File: src/logic/dmx_pkg.sv
// Package for the data-move execution block: widths, opcode patterns,
// field positions, reset values and the decoded instruction kinds.
// Assumes a 14-bit program word and an 8-bit data path with 128 file registers.
package dmx_pkg;

	// ---------------------------------------------------------------
	// Widths
	// ---------------------------------------------------------------
	localparam int INSTR_W = 14;
	localparam int DATA_W  = 8;
	localparam int FADDR_W = 7;

	// ---------------------------------------------------------------
	// Opcode patterns and masks (match when (word & mask) == pattern)
	// ---------------------------------------------------------------
	localparam logic [13:0] MOVE_PAT   = 14'h0800;
	localparam logic [13:0] MOVE_MASK  = 14'h3F00;
	localparam logic [13:0] STORE_PAT  = 14'h0080;
	localparam logic [13:0] STORE_MASK = 14'h3F80;
	localparam logic [13:0] LOAD_PAT   = 14'h3000;
	localparam logic [13:0] LOAD_MASK  = 14'h3C00;
	localparam logic [13:0] IDLE_PAT   = 14'h0000;
	localparam logic [13:0] IDLE_MASK  = 14'h3F9F;

	// ---------------------------------------------------------------
	// Field positions
	// ---------------------------------------------------------------
	localparam int FADDR_LSB = 0;
	localparam int DEST_BIT  = 7;
	localparam int LIT_LSB   = 0;

	// Destination bit values
	localparam logic DEST_WORK = 1'b0;
	localparam logic DEST_FILE = 1'b1;

	// ---------------------------------------------------------------
	// Reset values
	// ---------------------------------------------------------------
	localparam logic [7:0] WORK_RST = 8'h00;
	localparam logic       ZERO_RST = 1'b0;
	localparam logic [6:0] FADDR_RST = 7'h00;
	localparam logic [7:0] DATA_RST = 8'h00;

	// ---------------------------------------------------------------
	// Decoded instruction kinds
	// ---------------------------------------------------------------
	typedef enum logic [2:0] {
		DMX_IDLE_OP  = 3'b000,
		DMX_MOVE_OP  = 3'b001,
		DMX_STORE_OP = 3'b010,
		DMX_LOAD_OP  = 3'b011,
		DMX_OTHER_OP = 3'b100
	} dmx_kind_t;

endpackage : dmx_pkg

File: src/logic/dmx_if.sv
// Carrier between the decode stage and the execute stage.
// Assumes both ends share one clock; all fields come from decode flops.
`timescale 1ns/1ps
interface dmx_if
	import dmx_pkg::*;
();
	logic               valid;
	dmx_kind_t          kind;
	logic [FADDR_W-1:0] faddr;
	logic               dest;
	logic [DATA_W-1:0]  lit;

	modport dec (output valid, output kind, output faddr, output dest, output lit);
	modport exe (input valid, input kind, input faddr, input dest, input lit);
endinterface : dmx_if

File: src/logic/dmx_decode.sv
// Decode stage of the data-move execution block.
// Assumes one instruction word per clock, qualified by a valid strobe.
`timescale 1ns/1ps
module dmx_decode
	import dmx_pkg::*;
(
	input  wire logic               clk_i,
	input  wire logic               rst_i,
	input  wire logic               valid_i,
	input  wire logic [INSTR_W-1:0] instr_i,
	dmx_if.dec                      bus
);

	logic      next_valid;
	dmx_kind_t next_kind;
	logic [FADDR_W-1:0] next_faddr;
	logic      next_dest;
	logic [DATA_W-1:0]  next_lit;

	// ---------------------------------------------------------------
	// Opcode match
	// ---------------------------------------------------------------
	// Operand don't-care bits are ignored here, so a word with stray
	// ones in them still decodes rather than faulting.
	always_comb
	begin
		next_valid = valid_i;
		next_faddr = instr_i[FADDR_LSB +: FADDR_W];
		next_dest  = instr_i[DEST_BIT];
		next_lit   = instr_i[LIT_LSB +: DATA_W];
		if ((instr_i & MOVE_MASK) == MOVE_PAT)
			next_kind = DMX_MOVE_OP;
		else if ((instr_i & STORE_MASK) == STORE_PAT)
			next_kind = DMX_STORE_OP;
		else if ((instr_i & LOAD_MASK) == LOAD_PAT)
			next_kind = DMX_LOAD_OP;
		else if ((instr_i & IDLE_MASK) == IDLE_PAT)
			next_kind = DMX_IDLE_OP;
		else
			next_kind = DMX_OTHER_OP;
	end

	// Stage registers
	always_ff @(posedge clk_i)
	begin
		if (rst_i)
		begin
			bus.valid <= 1'b0;
			bus.kind  <= DMX_IDLE_OP;
			bus.faddr <= FADDR_RST;
			bus.dest  <= DEST_WORK;
			bus.lit   <= DATA_RST;
		end
		else
		begin
			bus.valid <= next_valid;
			bus.kind  <= next_kind;
			bus.faddr <= next_faddr;
			bus.dest  <= next_dest;
			bus.lit   <= next_lit;
		end
	end

endmodule : dmx_decode

File: src/logic/dmx_exec.sv
// Execute stage and top of the data-move execution block: working
// register, zero flag and the file-register read and write ports.
// Assumes an external file register array with a combinational read
// port and a write port that commits on the clock edge.
`timescale 1ns/1ps

// Functional notes
// - Move-file copies f to working register if d=0, back into f if d=1.
// - Move-file sets zero flag from moved value, also when d=1.
// - Store-working writes working register into f (0..127); flags untouched.
// - Load-literal puts 8-bit immediate into working register; flags untouched.
module dmx_exec
	import dmx_pkg::*;
(
	input  wire logic               SYS_CLK_I,
	input  wire logic               RST_I,
	input  wire logic               INSTR_VALID_I,
	input  wire logic [INSTR_W-1:0] INSTR_I,
	output wire logic [FADDR_W-1:0] FILE_RADDR_O,
	input  wire logic [DATA_W-1:0]  FILE_RDATA_I,
	output wire logic               FILE_WE_O,
	output wire logic [FADDR_W-1:0] FILE_WADDR_O,
	output wire logic [DATA_W-1:0]  FILE_WDATA_O,
	output wire logic [DATA_W-1:0]  WORK_O,
	output wire logic               ZERO_O,
	output wire logic               DONE_O,
	output wire logic               UNKNOWN_O
);

	// ---------------------------------------------------------------
	// Decode stage
	// ---------------------------------------------------------------
	dmx_if stage ();

	dmx_decode u_decode (
		.clk_i   (SYS_CLK_I),
		.rst_i   (RST_I),
		.valid_i (INSTR_VALID_I),
		.instr_i (INSTR_I),
		.bus     (stage.dec)
	);

	// Read address comes straight from the decode flops
	assign FILE_RADDR_O = stage.faddr;

	// ---------------------------------------------------------------
	// State
	// ---------------------------------------------------------------
	logic [DATA_W-1:0]  work;
	logic               zero;
	logic               file_we;
	logic [FADDR_W-1:0] file_waddr;
	logic [DATA_W-1:0]  file_wdata;
	logic               done;
	logic               unknown;

	logic [DATA_W-1:0]  next_work;
	logic               next_zero;
	logic               next_file_we;
	logic [FADDR_W-1:0] next_file_waddr;
	logic [DATA_W-1:0]  next_file_wdata;
	logic               next_done;
	logic               next_unknown;

	logic [DATA_W-1:0]  src_data;

	// ---------------------------------------------------------------
	// Source operand with write forwarding
	// ---------------------------------------------------------------
	// The write issued last cycle commits at this edge, so the array
	// still shows the old byte; forward it to keep back-to-back
	// store/move pairs on the same register coherent.
	always_comb
	begin
		if (file_we && (file_waddr == stage.faddr))
			src_data = file_wdata;
		else
			src_data = FILE_RDATA_I;
	end

	// ---------------------------------------------------------------
	// Working register and zero flag
	// ---------------------------------------------------------------
	// Only move and load touch this group; store, idle and words
	// outside the group hold both, so the flag stays as software
	// left it. One instruction retires per cycle.
	always_comb
	begin
		next_work = work;
		next_zero = zero;
		if (stage.valid)
		begin
			unique case (stage.kind)
				DMX_MOVE_OP:
				begin
					if (stage.dest == DEST_WORK)
						next_work = src_data;
					// Flag follows the moved byte, also when it goes back to f
					next_zero = (src_data == DATA_RST);
				end
				DMX_LOAD_OP:
				begin
					next_work = stage.lit;
				end
				DMX_STORE_OP:
				begin
					// Flags deliberately not touched
					next_zero = zero;
				end
				DMX_IDLE_OP:
				begin
					next_work = work;
				end
				DMX_OTHER_OP:
				begin
					next_work = work;
				end
				default:
				begin
					next_work = work;
				end
			endcase
		end
	end

	// Accumulator registers
	always_ff @(posedge SYS_CLK_I)
	begin
		if (RST_I)
		begin
			work <= WORK_RST;
			zero <= ZERO_RST;
		end
		else
		begin
			work <= next_work;
			zero <= next_zero;
		end
	end

	// ---------------------------------------------------------------
	// File write port
	// ---------------------------------------------------------------
	// Address and data hold between writes so only the enable pulses;
	// fewer toggles on the array bus at the cost of two holding flops.
	always_comb
	begin
		next_file_we    = 1'b0;
		next_file_waddr = file_waddr;
		next_file_wdata = file_wdata;
		if (stage.valid)
		begin
			unique case (stage.kind)
				DMX_MOVE_OP:
				begin
					if (stage.dest == DEST_FILE)
					begin
						next_file_we    = 1'b1;
						next_file_waddr = stage.faddr;
						next_file_wdata = src_data;
					end
				end
				DMX_STORE_OP:
				begin
					next_file_we    = 1'b1;
					next_file_waddr = stage.faddr;
					next_file_wdata = work;
				end
				DMX_LOAD_OP:
				begin
					next_file_we = 1'b0;
				end
				DMX_IDLE_OP:
				begin
					next_file_we = 1'b0;
				end
				DMX_OTHER_OP:
				begin
					next_file_we = 1'b0;
				end
				default:
				begin
					next_file_we = 1'b0;
				end
			endcase
		end
	end

	// Write port registers
	always_ff @(posedge SYS_CLK_I)
	begin
		if (RST_I)
		begin
			file_we    <= 1'b0;
			file_waddr <= FADDR_RST;
			file_wdata <= DATA_RST;
		end
		else
		begin
			file_we    <= next_file_we;
			file_waddr <= next_file_waddr;
			file_wdata <= next_file_wdata;
		end
	end

	// ---------------------------------------------------------------
	// Retire flags
	// ---------------------------------------------------------------
	// Exactly one of the two pulses per valid word; an illegal kind
	// code is reported like a foreign word rather than retired.
	always_comb
	begin
		next_done    = 1'b0;
		next_unknown = 1'b0;
		if (stage.valid)
		begin
			unique case (stage.kind)
				DMX_MOVE_OP, DMX_STORE_OP, DMX_LOAD_OP, DMX_IDLE_OP:
				begin
					next_done = 1'b1;
				end
				DMX_OTHER_OP:
				begin
					// Outside this group: retire nothing, flag it
					next_unknown = 1'b1;
				end
				default:
				begin
					next_unknown = 1'b1;
				end
			endcase
		end
	end

	// Retire registers
	always_ff @(posedge SYS_CLK_I)
	begin
		if (RST_I)
		begin
			done    <= 1'b0;
			unknown <= 1'b0;
		end
		else
		begin
			done    <= next_done;
			unknown <= next_unknown;
		end
	end

	// ---------------------------------------------------------------
	// Outputs
	// ---------------------------------------------------------------
	assign FILE_WE_O    = file_we;
	assign FILE_WADDR_O = file_waddr;
	assign FILE_WDATA_O = file_wdata;
	assign WORK_O       = work;
	assign ZERO_O       = zero;
	assign DONE_O       = done;
	assign UNKNOWN_O    = unknown;

endmodule : dmx_exec

File: config.mk
export PLATFORM = sky130hd
export DESIGN_NAME = dmx_exec
export DESIGN_NICKNAME = d
export VERILOG_FILES = /design/src/logic/dmx_pkg.sv /design/src/logic/dmx_if.sv /design/src/logic/dmx_decode.sv /design/src/logic/dmx_exec.sv
export SDC_FILE = /design/constraint.sdc
export NUM_CORES = 1
export LEC_CHECK = 0
export BUFFER_PORTS_ARGS = -buffer_cell sky130_fd_sc_hd__buf_2
export CAP_MARGIN = 20
export CELL_PAD_IN_SITES_DETAIL_PLACEMENT = 1
export CELL_PAD_IN_SITES_GLOBAL_PLACEMENT = 1
export CORE_AREA = 2 2 65 82
export CTS_CLUSTER_DIAMETER = 200
export DETAILED_ROUTE_END_ITERATION = 10
export DIE_AREA = 0 0 67 84
export GPL_TIMING_DRIVEN = 0
export HOLD_SLACK_MARGIN = 0.02
export PLACE_DENSITY = 0.83
export SYNTH_ARGS = -nofsm -noshare
export SYNTH_HDL_FRONTEND = slang
export SYNTH_SLANG_ARGS = --single-unit
File: constraint.sdc
create_clock -name SYS_CLK_I -period 4.3 [get_ports SYS_CLK_I]
set_input_delay 0 -clock SYS_CLK_I [delete_from_list [all_inputs] [get_ports SYS_CLK_I]]
set_output_delay 0 -clock SYS_CLK_I [all_outputs]
set_load 0.05 [all_outputs]
* Word level (Yosys, flattened, before mapping) *
Index checks and enable logic that the tools add are counted.

word-level totals
  input port bits = 25
  memory bits (writable) = 0
  memories kept = 0
  output and inout port bits = 34
  logic and storage cells = 52
  register bits after elaboration = 47
  ROM bits = 0
  latch bits = 0

cells by class
  bitwise logic cells = 1
  equal/unequal tests = 9
  shift-type cells = 0
  muxes and demuxes = 15
  $lt $le $gt $ge = 0
  multiply operators = 0
  add/sub/neg operators = 0
  divide/modulo/power cells = 0
  reduce and logical (&&, ||, !) cells = 13

operators with widths
  cell                                                    number
  case mux 8 bit (2 select lines)                         2
  2-to-1 mux 8 bit                                        3
  zero test 14 bit                                        1
  case mux 7 bit (2 select lines)                         1
  zero test 8 bit                                         1
  OR reduction 4 bit                                      2
  == test 7 x 1 -> 1 bit (second input constant)          1
  == test 7 bit                                           1
  2-to-1 mux 7 bit                                        1
  == test 3 x 2 -> 1 bit (second input constant)          2
  == test 6 x 4 -> 1 bit (second input constant)          1
  AND reduction 3 bit                                     2
  == test 4 bit (second input constant)                   1
  2-to-1 mux 1 bit                                        4
  2-to-1 mux 2 bit                                        2
  nonzero test 2 bit                                      2
  OR reduction 2 bit                                      2
  == test 3 x 1 -> 1 bit (second input constant)          1
  zero test 3 bit                                         1
  2-to-1 mux 3 bit                                        1
  inequality test 2 x 1 -> 1 bit (second input constant)  1
  inequality test 2 bit (second input constant)           1
  case mux 1 bit (2 select lines)                         1
  AND reduction 2 bit                                     1
  other kinds (2)                                         2

* Depth between registers and ports, before layout *
Gate-level depths: netlist of the first run.

  depth in word-level cells = 5
  mapped depth = 7
  mapped depth without buffers = 5

* Cells and area by module *
From an unflattened synthesis of the first run, not the netlist that was laid out.

second synthesis, totals
  cells, all modules = 222
  area, all modules = 2034.5 µm²

by module, submodules not included
  module      sequential area each (µm²)  area an instance (µm²)  cells an instance  times used
  dmx_exec    540.5                       1599.0                  180                1
  dmx_decode  240.2                       435.4                   42                 1

* Least setup slack after synthesis of the first run *
OpenSTA, ideal clock, no wires.

  path kind = reg-to-reg
  start = register u_decode.bus.lit[1] (netlist name)
  end = register work[7] (netlist: WORK_O[7])
  data arrival time = 1.850 ns
  path slack = 2.314 ns
  clock period less this slack = 1.986 ns
  setup time = 0.136 ns
  required time = 4.164 ns
  cell stages (with the launch flop) = 6
  path buffers = 0
  path through = dfxtp_1 > xor2_1 > nand2b_1 > or4_1 > a2111oi_2 > a211oi_1

RTL lines
  item                    line             RTL
  end signal: assignment  dmx_exec.sv:136  work <= next_work;
  end: declaration        dmx_exec.sv:49   logic [DATA_W-1:0] work;

==> metrics.md, run 1 <==
| Metric | Value |
|---|---|
| Starting density of the core | 38.2% |
| Switching part of the total power | 26.0% |
| Number of instances in the synthesized netlist | 209 |
| DRC errors left | 0 |
| Buffer cell driving the clock tree root | sky130_fd_sc_hd__clkbuf_8 |
| Cell Area, Synth | 1890 um2 |
| ANT nets after route | 0 |
| Maximum vdd ir drop | 0.199 mV |
| Number of DRC markers after the initial detailed-route iteration | 89 |
| Share of total power in the clock network | 38.2% |
| Sequential-to-total area share from yosys stat | 41.4% |
| Total of warnings raised by yosys | 0 |
| Fmax | 0.530 GHz |
| Max-cap viol count | 0 |
| Final setup skew | 0.00841 ns |
| Maximum number of pins on one net before global-route repair | 13 |
| Post-Synthesis Net Count | 234 |
| WP data required | 4.53 ns |
| Clk_lat worst skew | 0.30 ns |
| Clock input transition at the sequential cells of the worst setup and hold paths | 0.08 ns |
| Routed wire length | 5990 um |
| Largest fanout on the critical path | 10 |
| Capturing element type of the critical path | flip-flop |
| Type of origin of the critical path | flip-flop |
| Number of buffers inserted during clock tree synthesis | 5 |
| Worst hold slack | 0.0299 ns |
| TritonCTS clock tree | built |
| Portion of total power attributed to sequential cells | 50.6% |
| Reported net switching power | 193 uW |
| Drt pass-1 iters | 4 |
| Port Buffers | 57 |
| Main synth FF type | sky130_fd_sc_hd__dfxtp_1 |
| Number of synthesized register bits | 39 |
| Growth of design area from synthesis to finish | 34.3% |
| Area of the die | 5630 um2 |
| Area inside the core boundary | 4930 um2 |
| Initial antenna violation count | 0 |
| Clock sink count | 39 |
| Hold Path Class | input port to flip-flop |
| Number of setup violations in the final report | 0 |
| Via density | 5.48 |
| Unique masters post-synth | 44 |
| Ordered list of cells on the worst path | xor2_1, nor4_4, nand4_2, clkbuf_1, nand2_1, a32oi_2 |
| Total internal power | 547 uW |
| Critical path arrival | 2.12 ns |
| Rows | 29 |
| Pleak | 1.09 nW |
| Transition at the pin with the smallest max-transition slack | 0.909 ns |
| Period utilisation layout | 43.9% |
| Final slew viol count | 0 |
| Number of nets in the final layout | 316 |
| WL per Instance | 16.9 um |
| Area of combinational cells with multiple inputs | 1040 um2 |
| CP max stage cell | sky130_fd_sc_hd__clkbuf_1 |
| Largest area contributor in the synthesized netlist | sky130_fd_sc_hd__dfxtp_1 |
| Async set or reset register ratio after synthesis | 0% |
| Antenna diode instance count | 0 |
| Fraction of final layout cells with drive strength greater than 1 | 27.7% |
| Proportion of power drawn by combinational gates | 11.2% |
| Die boundary height | 84 um |
| Critical path class | flip-flop to flip-flop |
| Routability-driven placement congestion ratio | 0.888 |
| Area occupied by registers | 781 um2 |
| Total gr overflow | 0 |
| Avg Synthesized Cell Area | 9.03 um2 |
| Chip width | 67 um |
| Clock H-tree levels | 2 |
| Cell area power density | 292 nW/um2 |
| CTS max path bufs | 2 |
| Final-layout fill cell count | 608 |
| I/O pin cnt | 59 |
| Maximum single-stage delay on the critical path | 0.42 ns |
| Outcome | completed |
| Sum Neg Setup Slack | 0 ns |
| Final HPWL DP | 4400 um |
| Number of global-route vias before repair | 2046 |
| Final Hold Violating Endpoints | 0 |
| Count of non-filler cells in the finished layout | 354 |
| Register-to-register path setup slack | 2.41 ns |
| Post-placement cell count | 328 |
| First-pass GRT wire length | 9710 um |
| Shortest clock period the worst path allows after layout | 1.89 ns |
| Via total after detailed routing | 1941 |
| Cells taking the most area after synthesis | sky130_fd_sc_hd__dfxtp_1 41%, sky130_fd_sc_hd__nand2_1 4.8%, sky130_fd_sc_hd__mux2i_1 4.2% |
| Setup repair after global routing missed its margin | no |
| Rel. slew slack | 38.9% |
| Global-route total usage across every layer | 22.7% |
| Number of enable-type register cells in the synthesized netlist | 0 |
| Post-synth top area share | 41.4% |
[kinds of logic (layout without fill, tap and decap cells)]
family,after synthesis,count (layout),synth area share (%)
muxes,8,8,4.24
AOI/OAI and AO/OA,48,48,19.4
and+or+nand+nor,95,95,28.4
buffers and inverters,12,95,3.38
xor gates and xnor gates,7,7,3.25
DFF,39,39,41.4
[timing repair]
action,in CTS,in global routing
resized for setup,0,0
setup buffers,0,0
endpoints found under the hold margin,20,0
hold buffers,18,0
[cell usage in the layout (no fill, tap or decap), types with 4 or more instances in the layout]
cell,count
sky130_fd_sc_hd__a21oi_1,11
sky130_fd_sc_hd__a22oi_1,7
sky130_fd_sc_hd__a32oi_2,4
sky130_fd_sc_hd__buf_2,60
sky130_fd_sc_hd__clkbuf_8,7
sky130_fd_sc_hd__dfxtp_1,39
sky130_fd_sc_hd__dlygate4sd3_1,18
sky130_fd_sc_hd__mux2i_1,8
sky130_fd_sc_hd__nand2_1,24
sky130_fd_sc_hd__nand3_1,12
sky130_fd_sc_hd__nor2_1,16
sky130_fd_sc_hd__nor2b_1,10
sky130_fd_sc_hd__nor4_1,6
sky130_fd_sc_hd__o211ai_1,6
sky130_fd_sc_hd__o21ai_0,9
sky130_fd_sc_hd__xor2_1,4
[metrics by stage]
step / power (mW) / util, % / setup slack [ns] / area [um2]
2_1_floorplan: 0.424 / - / 2.31 / 1890
3_3_place_gp: 0.451 / 45.6 / 2.49 / 2250
3_5_place_dp: 0.453 / 45.6 / 2.45 / 2250
4_1_cts: 0.743 / 51.3 / 2.43 / 2530
5_1_grt: 0.770 / 51.3 / 2.25 / 2530
6_report: 0.740 / 51.3 / 2.41 / 2530
[cell type report]
class	count	area share [%]
Buffer	11	2.37
Inverter	1	0.148
Clock inverter	1	0.296
Clock buffer	7	3.80
Multi-Input combinational cell	158	41.1
Timing Repair Buffer	75	18.4
Tap cell	62	3.06
Sequential cell	39	30.8
[power groups by stage]
stage	logic, mW	clock network [mW]	registers [mW]
2_1_floorplan	0.0273	0	0.397
3_3_place_gp	0.0682	0	0.383
3_5_place_dp	0.0699	0	0.383
4_1_cts	0.0825	0.286	0.375
5_1_grt	0.0890	0.306	0.376
6_report	0.0826	0.283	0.374
[worst max-delay path: cells and delay by family, from the launching register on]
family | cells | cell delay (ns)
buf+inv | 1 | 0.42
flops | 1 | 0.41
compound gates | 1 | 0.21
xor+xnor | 1 | 0.35
simple gates | 3 | 0.44
[layer usage]
metal  part of all wire [%]  GRT usage, %  routed length, um
met4                    2.2          9.28                130
met5                      0             0                  0
met2                     53          39.5               3150
met3                    5.7          5.80                340
met1                     40          25.3               2370
[synthesized netlist by cell type, types with 2 or more instances]
cell type	instances
sky130_fd_sc_hd__a21oi_1	11
sky130_fd_sc_hd__a22oi_1	7
sky130_fd_sc_hd__a311o_1	3
sky130_fd_sc_hd__a32oi_1	3
sky130_fd_sc_hd__a32oi_2	4
sky130_fd_sc_hd__and3_1	2
sky130_fd_sc_hd__and3b_1	2
sky130_fd_sc_hd__buf_1	3
sky130_fd_sc_hd__buf_2	3
sky130_fd_sc_hd__clkbuf_1	3
sky130_fd_sc_hd__dfxtp_1	39
sky130_fd_sc_hd__mux2i_1	8
sky130_fd_sc_hd__nand2_1	24
sky130_fd_sc_hd__nand2b_1	3
sky130_fd_sc_hd__nand3_1	12
sky130_fd_sc_hd__nand3b_1	2
sky130_fd_sc_hd__nor2_1	16
sky130_fd_sc_hd__nor2b_1	10
sky130_fd_sc_hd__nor3_1	3
sky130_fd_sc_hd__nor3b_1	3
sky130_fd_sc_hd__nor4_1	6
sky130_fd_sc_hd__o211ai_1	6
sky130_fd_sc_hd__o21ai_0	9
sky130_fd_sc_hd__or4_1	2
sky130_fd_sc_hd__xnor2_1	3
sky130_fd_sc_hd__xor2_1	4
[registers in the layout, indices dropped and copies added (netlist names)]
register,flops
u_decode.bus.kind,3
u_decode.bus.valid,1
DONE_O,1
WORK_O,8
FILE_WE_O,1
UNKNOWN_O,1
FILE_WDATA_O,8
FILE_WADDR_O,7
ZERO_O,1
u_decode.bus.lit,8
[final timing paths]
kind                                     startpoint  cells after the start                   end
worst max-delay path            u_decode.bus.lit[0]                      6             WORK_O[2]
worst min-delay path                    INSTR_I[11]                      3  u_decode.bus.kind[1]
worst max register to register  u_decode.bus.lit[0]                      6             WORK_O[2]
worst min register to register            WORK_O[5]                      2             WORK_O[5]
Note: power is estimated with default switching activity, not from simulation.
==> inputs of run 2 (changes only) <==
--- a/config.mk
+++ b/config.mk
@@ -5,17 +5,18 @@
 export SDC_FILE = /design/constraint.sdc
 export NUM_CORES = 1
 export LEC_CHECK = 0
+export ABC_AREA = 1
 export BUFFER_PORTS_ARGS = -buffer_cell sky130_fd_sc_hd__buf_2
 export CAP_MARGIN = 20
 export CELL_PAD_IN_SITES_DETAIL_PLACEMENT = 1
 export CELL_PAD_IN_SITES_GLOBAL_PLACEMENT = 1
-export CORE_AREA = 2 2 65 82
+export CORE_AREA = 2 2 72 92
 export CTS_CLUSTER_DIAMETER = 200
 export DETAILED_ROUTE_END_ITERATION = 10
-export DIE_AREA = 0 0 67 84
+export DIE_AREA = 0 0 74 94
 export GPL_TIMING_DRIVEN = 0
 export HOLD_SLACK_MARGIN = 0.02
-export PLACE_DENSITY = 0.83
+export PLACE_DENSITY = 0.74
 export SYNTH_ARGS = -nofsm -noshare
 export SYNTH_HDL_FRONTEND = slang
 export SYNTH_SLANG_ARGS = --single-unit
==> constraint.sdc (replaced) <==
create_clock -name SYS_CLK_I -period 1.67 [get_ports SYS_CLK_I]
set_input_delay 0 -clock SYS_CLK_I [delete_from_list [all_inputs] [get_ports SYS_CLK_I]]
set_output_delay 0 -clock SYS_CLK_I [all_outputs]
set_load 0.05 [all_outputs]
==> run 2 against run 1 <==
Against the previous run:
- combinational power rose to 3.2 times the previous value
- clock power up 110%
- register-to-register slack worse by 2.4 ns
- power up 150%
- flip-flop and latch count unchanged
- die area up 24%
- hold slack better by 0.12 ns
- non-clock buffer count up 5
- via count up 2.5%
- clock skew up 0.00085 ns
- sequential power rose to 2.6 times the previous value
- largest cell class unchanged
==> metrics.md, run 2 <==
| Metric | Value |
|---|---|
| Outcome | completed (unchanged) |
| Worst hold slack | 0.146 ns (was 0.0299 ns) |
| Maximum number of pins on one net before global-route repair | 11 (was 13) |
| Maximum vdd ir drop | 0.318 mV (was 0.199 mV) |
| Area inside the core boundary | 6050 um2 (was 4930 um2) |
| Reg2Reg Depth | 12 (was 6) |
| Via total after detailed routing | 1990 (was 1941) |
| Port Buffers | 58 (was 57) |
| Start point of the critical path | u_decode.bus.lit[3] (was u_decode.bus.lit[0]) |
| Most used standard cell by instance count after synthesis | sky130_fd_sc_hd__nand2_1 (was sky130_fd_sc_hd__dfxtp_1) |
| WP buf/inv | 3 (was 1) |
| Antenna diode instance count | 0 (unchanged) |
| Sequential-to-total area share from yosys stat | 42.5% (was 41.4%) |
| I/O pin cnt | 59 (unchanged) |
| Routability-driven placement congestion ratio | 0.790 (was 0.888) |
| Pleak | 1.29 nW (was 1.09 nW) |
| Final HPWL DP | 4110 um (was 4400 um) |
| Hold Path Class | input port to flip-flop (unchanged) |
| Number of enable-type register cells in the synthesized netlist | 0 (unchanged) |
| Global-route total usage across every layer | 16.9% (was 22.7%) |
| WP data required | 1.88 ns (was 4.53 ns) |
| Top cell family by delay on the critical path | simple AND/OR/NAND/NOR gates (unchanged) |
| Number of setup violations in the final report | 0 (unchanged) |
| Critical path arrival | 1.82 ns (was 2.12 ns) |
| Endpoint of the worst setup timing path | WORK_O[6] (was WORK_O[2]) |
| Met2 WL post-DR | 3120 um (was 3150 um) |
| Number of global-route vias before repair | 1932 (was 2046) |
| Number of DRC markers after the initial detailed-route iteration | 42 (was 89) |
| Number of buffers inserted during clock tree synthesis | 5 (unchanged) |
| Fraction of final layout cells with drive strength greater than 1 | 32.4% (was 27.7%) |
| Number of nets in the final layout | 378 (was 316) |
| Growth of design area from synthesis to finish | 43.2% (was 34.3%) |
| Worst-case setup margin in the final layout | 0.0608 ns (was 2.41 ns) |
| Most used cell along the critical path | sky130_fd_sc_hd__nand2_1 |
| Pre-CTS WS | -0.104 ns (was 2.45 ns) |
| Shortest clock period the worst path allows after layout | 1.61 ns (was 1.89 ns) |
| Avg Synthesized Cell Area | 6.99 um2 (was 9.03 um2) |
| Final slew viol count | 0 (unchanged) |
| Cell area power density | 692 nW/um2 (was 292 nW/um2) |
| Transition at the pin with the smallest max-transition slack | 0.488 ns (was 0.909 ns) |
| Rows | 32 (was 29) |
| Chip width | 74 um (was 67 um) |
| Cell Area, Synth | 1840 um2 (was 1890 um2) |
| TritonCTS clock tree | built (unchanged) |
| Final Hold Violating Endpoints | 0 (unchanged) |
| DRC errors left | 0 (unchanged) |
| Met3 Routed Length | 234 um (was 340 um) |
| Most common library cell in the layout ignoring fill and taps | sky130_fd_sc_hd__buf_2 (unchanged) |
| Unique masters post-synth | 24 (was 44) |
| Max-cap viol count | 0 (unchanged) |
| Top layer in use | met4 (unchanged) |
| Async set or reset register ratio after synthesis | 0% (unchanged) |
| Drt pass-1 iters | 4 (unchanged) |
| Ordered list of cells on the worst path | inv_1, nand2_1, nand2_1, inv_1, nand2_1, nor2_4, buf_6, nand2_4, nand2_1, nand2_2, or2_0, a31oi_1 (was xor2_1, nor4_4, nand4_2, clkbuf_1, nand2_1, a32oi_2) |
| Cells taking the most area after synthesis | sky130_fd_sc_hd__dfxtp_1 42%, sky130_fd_sc_hd__nand2_1 12%, sky130_fd_sc_hd__inv_1 8.2% (was sky130_fd_sc_hd__dfxtp_1 41%, sky130_fd_sc_hd__nand2_1 4.8%, sky130_fd_sc_hd__mux2i_1 4.2%) |
| CP max stage cell | sky130_fd_sc_hd__dfxtp_4 (was sky130_fd_sc_hd__clkbuf_1) |
| Area of the die | 6960 um2 (was 5630 um2) |
| Clock H-tree levels | 2 (unchanged) |
| Clock sink count | 39 (unchanged) |
| CTS max path bufs | 2 (unchanged) |
| Die boundary height | 94 um (was 84 um) |
| Maximum single-stage delay on the critical path | 0.36 ns (was 0.42 ns) |
| FF-to-FF End | WORK_O[6] (was WORK_O[2]) |
| Period utilisation layout | 96.4% (was 43.9%) |
| Register-to-register path setup slack | 0.06 ns (was 2.41 ns) |
| Setup repair after global routing missed its margin | yes (was no) |
| Most frequent cells in the layout | 58 x sky130_fd_sc_hd__buf_2, 49 x sky130_fd_sc_hd__nand2_1, 37 x sky130_fd_sc_hd__inv_1 (was 60 x sky130_fd_sc_hd__buf_2, 39 x sky130_fd_sc_hd__dfxtp_1, 24 x sky130_fd_sc_hd__nand2_1) |
| First-pass GRT wire length | 9080 um (was 9710 um) |
| Metal-1 WL | 2390 um (was 2370 um) |
| Initial antenna violation count | 0 (unchanged) |
| Critical path class | flip-flop to flip-flop (unchanged) |
| WP depth | 12 (was 6) |
| Largest area contributor in the synthesized netlist | sky130_fd_sc_hd__dfxtp_1 (unchanged) |
| Fmax | 0.621 GHz (was 0.530 GHz) |
| ANT nets after route | 0 (unchanged) |
| Buffer cell driving the clock tree root | sky130_fd_sc_hd__clkbuf_8 (unchanged) |
| Total of warnings raised by yosys | 0 (unchanged) |
| Largest fanout on the critical path | 8 (was 10) |
| Clock input transition at the sequential cells of the worst setup and hold paths | 0.08 ns (about the same) |
| Clk_lat worst skew | 0.29 ns (was 0.30 ns) |
| Number of synthesized register bits | 39 (unchanged) |
| Number of instances in the synthesized netlist | 263 (was 209) |
| Capturing element type of the critical path | flip-flop (unchanged) |
| Source of the worst register-to-register timing path | u_decode.bus.lit[3] (was u_decode.bus.lit[0]) |
| Total gr overflow | 0 (unchanged) |
| Rel. slew slack | 67.5% (was 38.9%) |
| Type of origin of the critical path | flip-flop (unchanged) |
| Post-synth top area share | 42.5% (was 41.4%) |
| Main synth FF type | sky130_fd_sc_hd__dfxtp_1 (unchanged) |
| WL per Instance | 13.3 um (was 16.9 um) |
| Most frequent cells after synthesis | 59 x sky130_fd_sc_hd__nand2_1, 40 x sky130_fd_sc_hd__inv_1, 39 x sky130_fd_sc_hd__dfxtp_1 (was 39 x sky130_fd_sc_hd__dfxtp_1, 24 x sky130_fd_sc_hd__nand2_1, 16 x sky130_fd_sc_hd__nor2_1) |
| Starting density of the core | 30.4% (was 38.2%) |
| Via density | 4.55 (was 5.48) |
| Post-Synthesis Net Count | 288 (was 234) |
| Final setup skew | 0.00926 ns (was 0.00841 ns) |
| Routed wire length | 5830 um (was 5990 um) |
run 2: changes by cell type after synthesis, moves of 6 or more:
| cell | delta |
|---|---|
| sky130_fd_sc_hd__or2_0 | +16 |
| sky130_fd_sc_hd__a22oi_1 | -7 |
| sky130_fd_sc_hd__nand2_1 | +35 |
| sky130_fd_sc_hd__mux2i_1 | -8 |
| sky130_fd_sc_hd__nand3_1 | -9 |
| sky130_fd_sc_hd__a21oi_1 | +15 |
| sky130_fd_sc_hd__nor2b_1 | -10 |
| sky130_fd_sc_hd__o21ai_0 | +15 |
| sky130_fd_sc_hd__a31oi_1 | +8 |
| sky130_fd_sc_hd__o211ai_1 | -6 |
| sky130_fd_sc_hd__inv_1 | +39 |
run 2: how the worst min path moves through the flow:
stage	from	to	slack (ns)	cells after the start
final	INSTR_I[12]	u_decode.bus.kind[1]	0.15	5
after global routing	INSTR_I[13]	u_decode.bus.kind[1]	0.16	5
after CTS	INSTR_I[13]	u_decode.bus.kind[1]	0.14	5
after detailed placement	INSTR_I[5]	u_decode.bus.lit[5]	0.21	3
after global placement	INSTR_I[5]	u_decode.bus.lit[5]	0.21	3
after floorplan	RST_I	u_decode.bus.kind[0]	0.07	1
run 2: layout make-up:
| type | count | area [um2] |
|---|---|---|
| plain buffers | 8 | 43.8 |
| clock buffers | 6 | 72.6 |
| fillers | 788 | 3410 |
| inverters | 41 | 154 |
| multi-input cells | 175 | 928 |
| flip-flops and latches | 39 | 803 |
| well taps | 85 | 106 |
| repair buffers | 83 | 524 |
run 2: where the power goes:
group / leakage, nW / total (mW) / switching, mW / internal, mW
Combinational: 0.927 / 0.263 / 0.157 / 0.105
Clock: 0.0371 / 0.590 / 0.312 / 0.279
Sequential: 0.323 / 0.969 / 0.0212 / 0.948
run 2: tightest hold or removal path, stage by stage:
cell,delay (ns)
sky130_fd_sc_hd__buf_2,0.09
sky130_fd_sc_hd__nand2_1,0.07
sky130_fd_sc_hd__o21ai_0,0.07
sky130_fd_sc_hd__nand2_1,0.07
sky130_fd_sc_hd__nor2_1,0.10
run 2: cell families after synthesis:
kind of cell / count (synthesis) / synth area share, %
and+or+nand+nor: 115 / 29.6
AOI/OAI and AO/OA: 60 / 17.3
buffers and inverters: 49 / 10.6
DFF: 39 / 42.5
run 2: metrics by stage:
step | power, mW | cells | TNS, ns | area (um2) | util (%)
2_1_floorplan | 1.13 | 263 | 0 | 1850 | -
3_3_place_gp | 1.20 | 406 | -0.0936 | 2250 | 37.2
3_5_place_dp | 1.20 | 406 | -0.726 | 2250 | 37.2
4_1_cts | 1.82 | 428 | 0 | 2490 | 41.3
5_1_grt | 1.91 | 437 | -0.0773 | 2630 | 43.5
6_report | 1.82 | 437 | 0 | 2630 | 43.5
run 2: routing by layer:
layer / track usage [%] / vias up
met5: 0 / -
met4: 6.67 / 0
met3: 2.25 / 6
met2: 30.4 / 49
met1: 19.7 / 929
li1: - / 1006
run 2: timing repair:
| item | 4_1_cts | 5_1_grt |
|---|---|---|
| gates resized for setup | 4 | 26 |
| endpoints found under the setup margin | 16 | 25 |
| hold buffers | 14 | 0 |
| pin swaps | 2 | 5 |
| setup buffers | 2 | 9 |
| hold endpoints to repair | 12 | 0 |
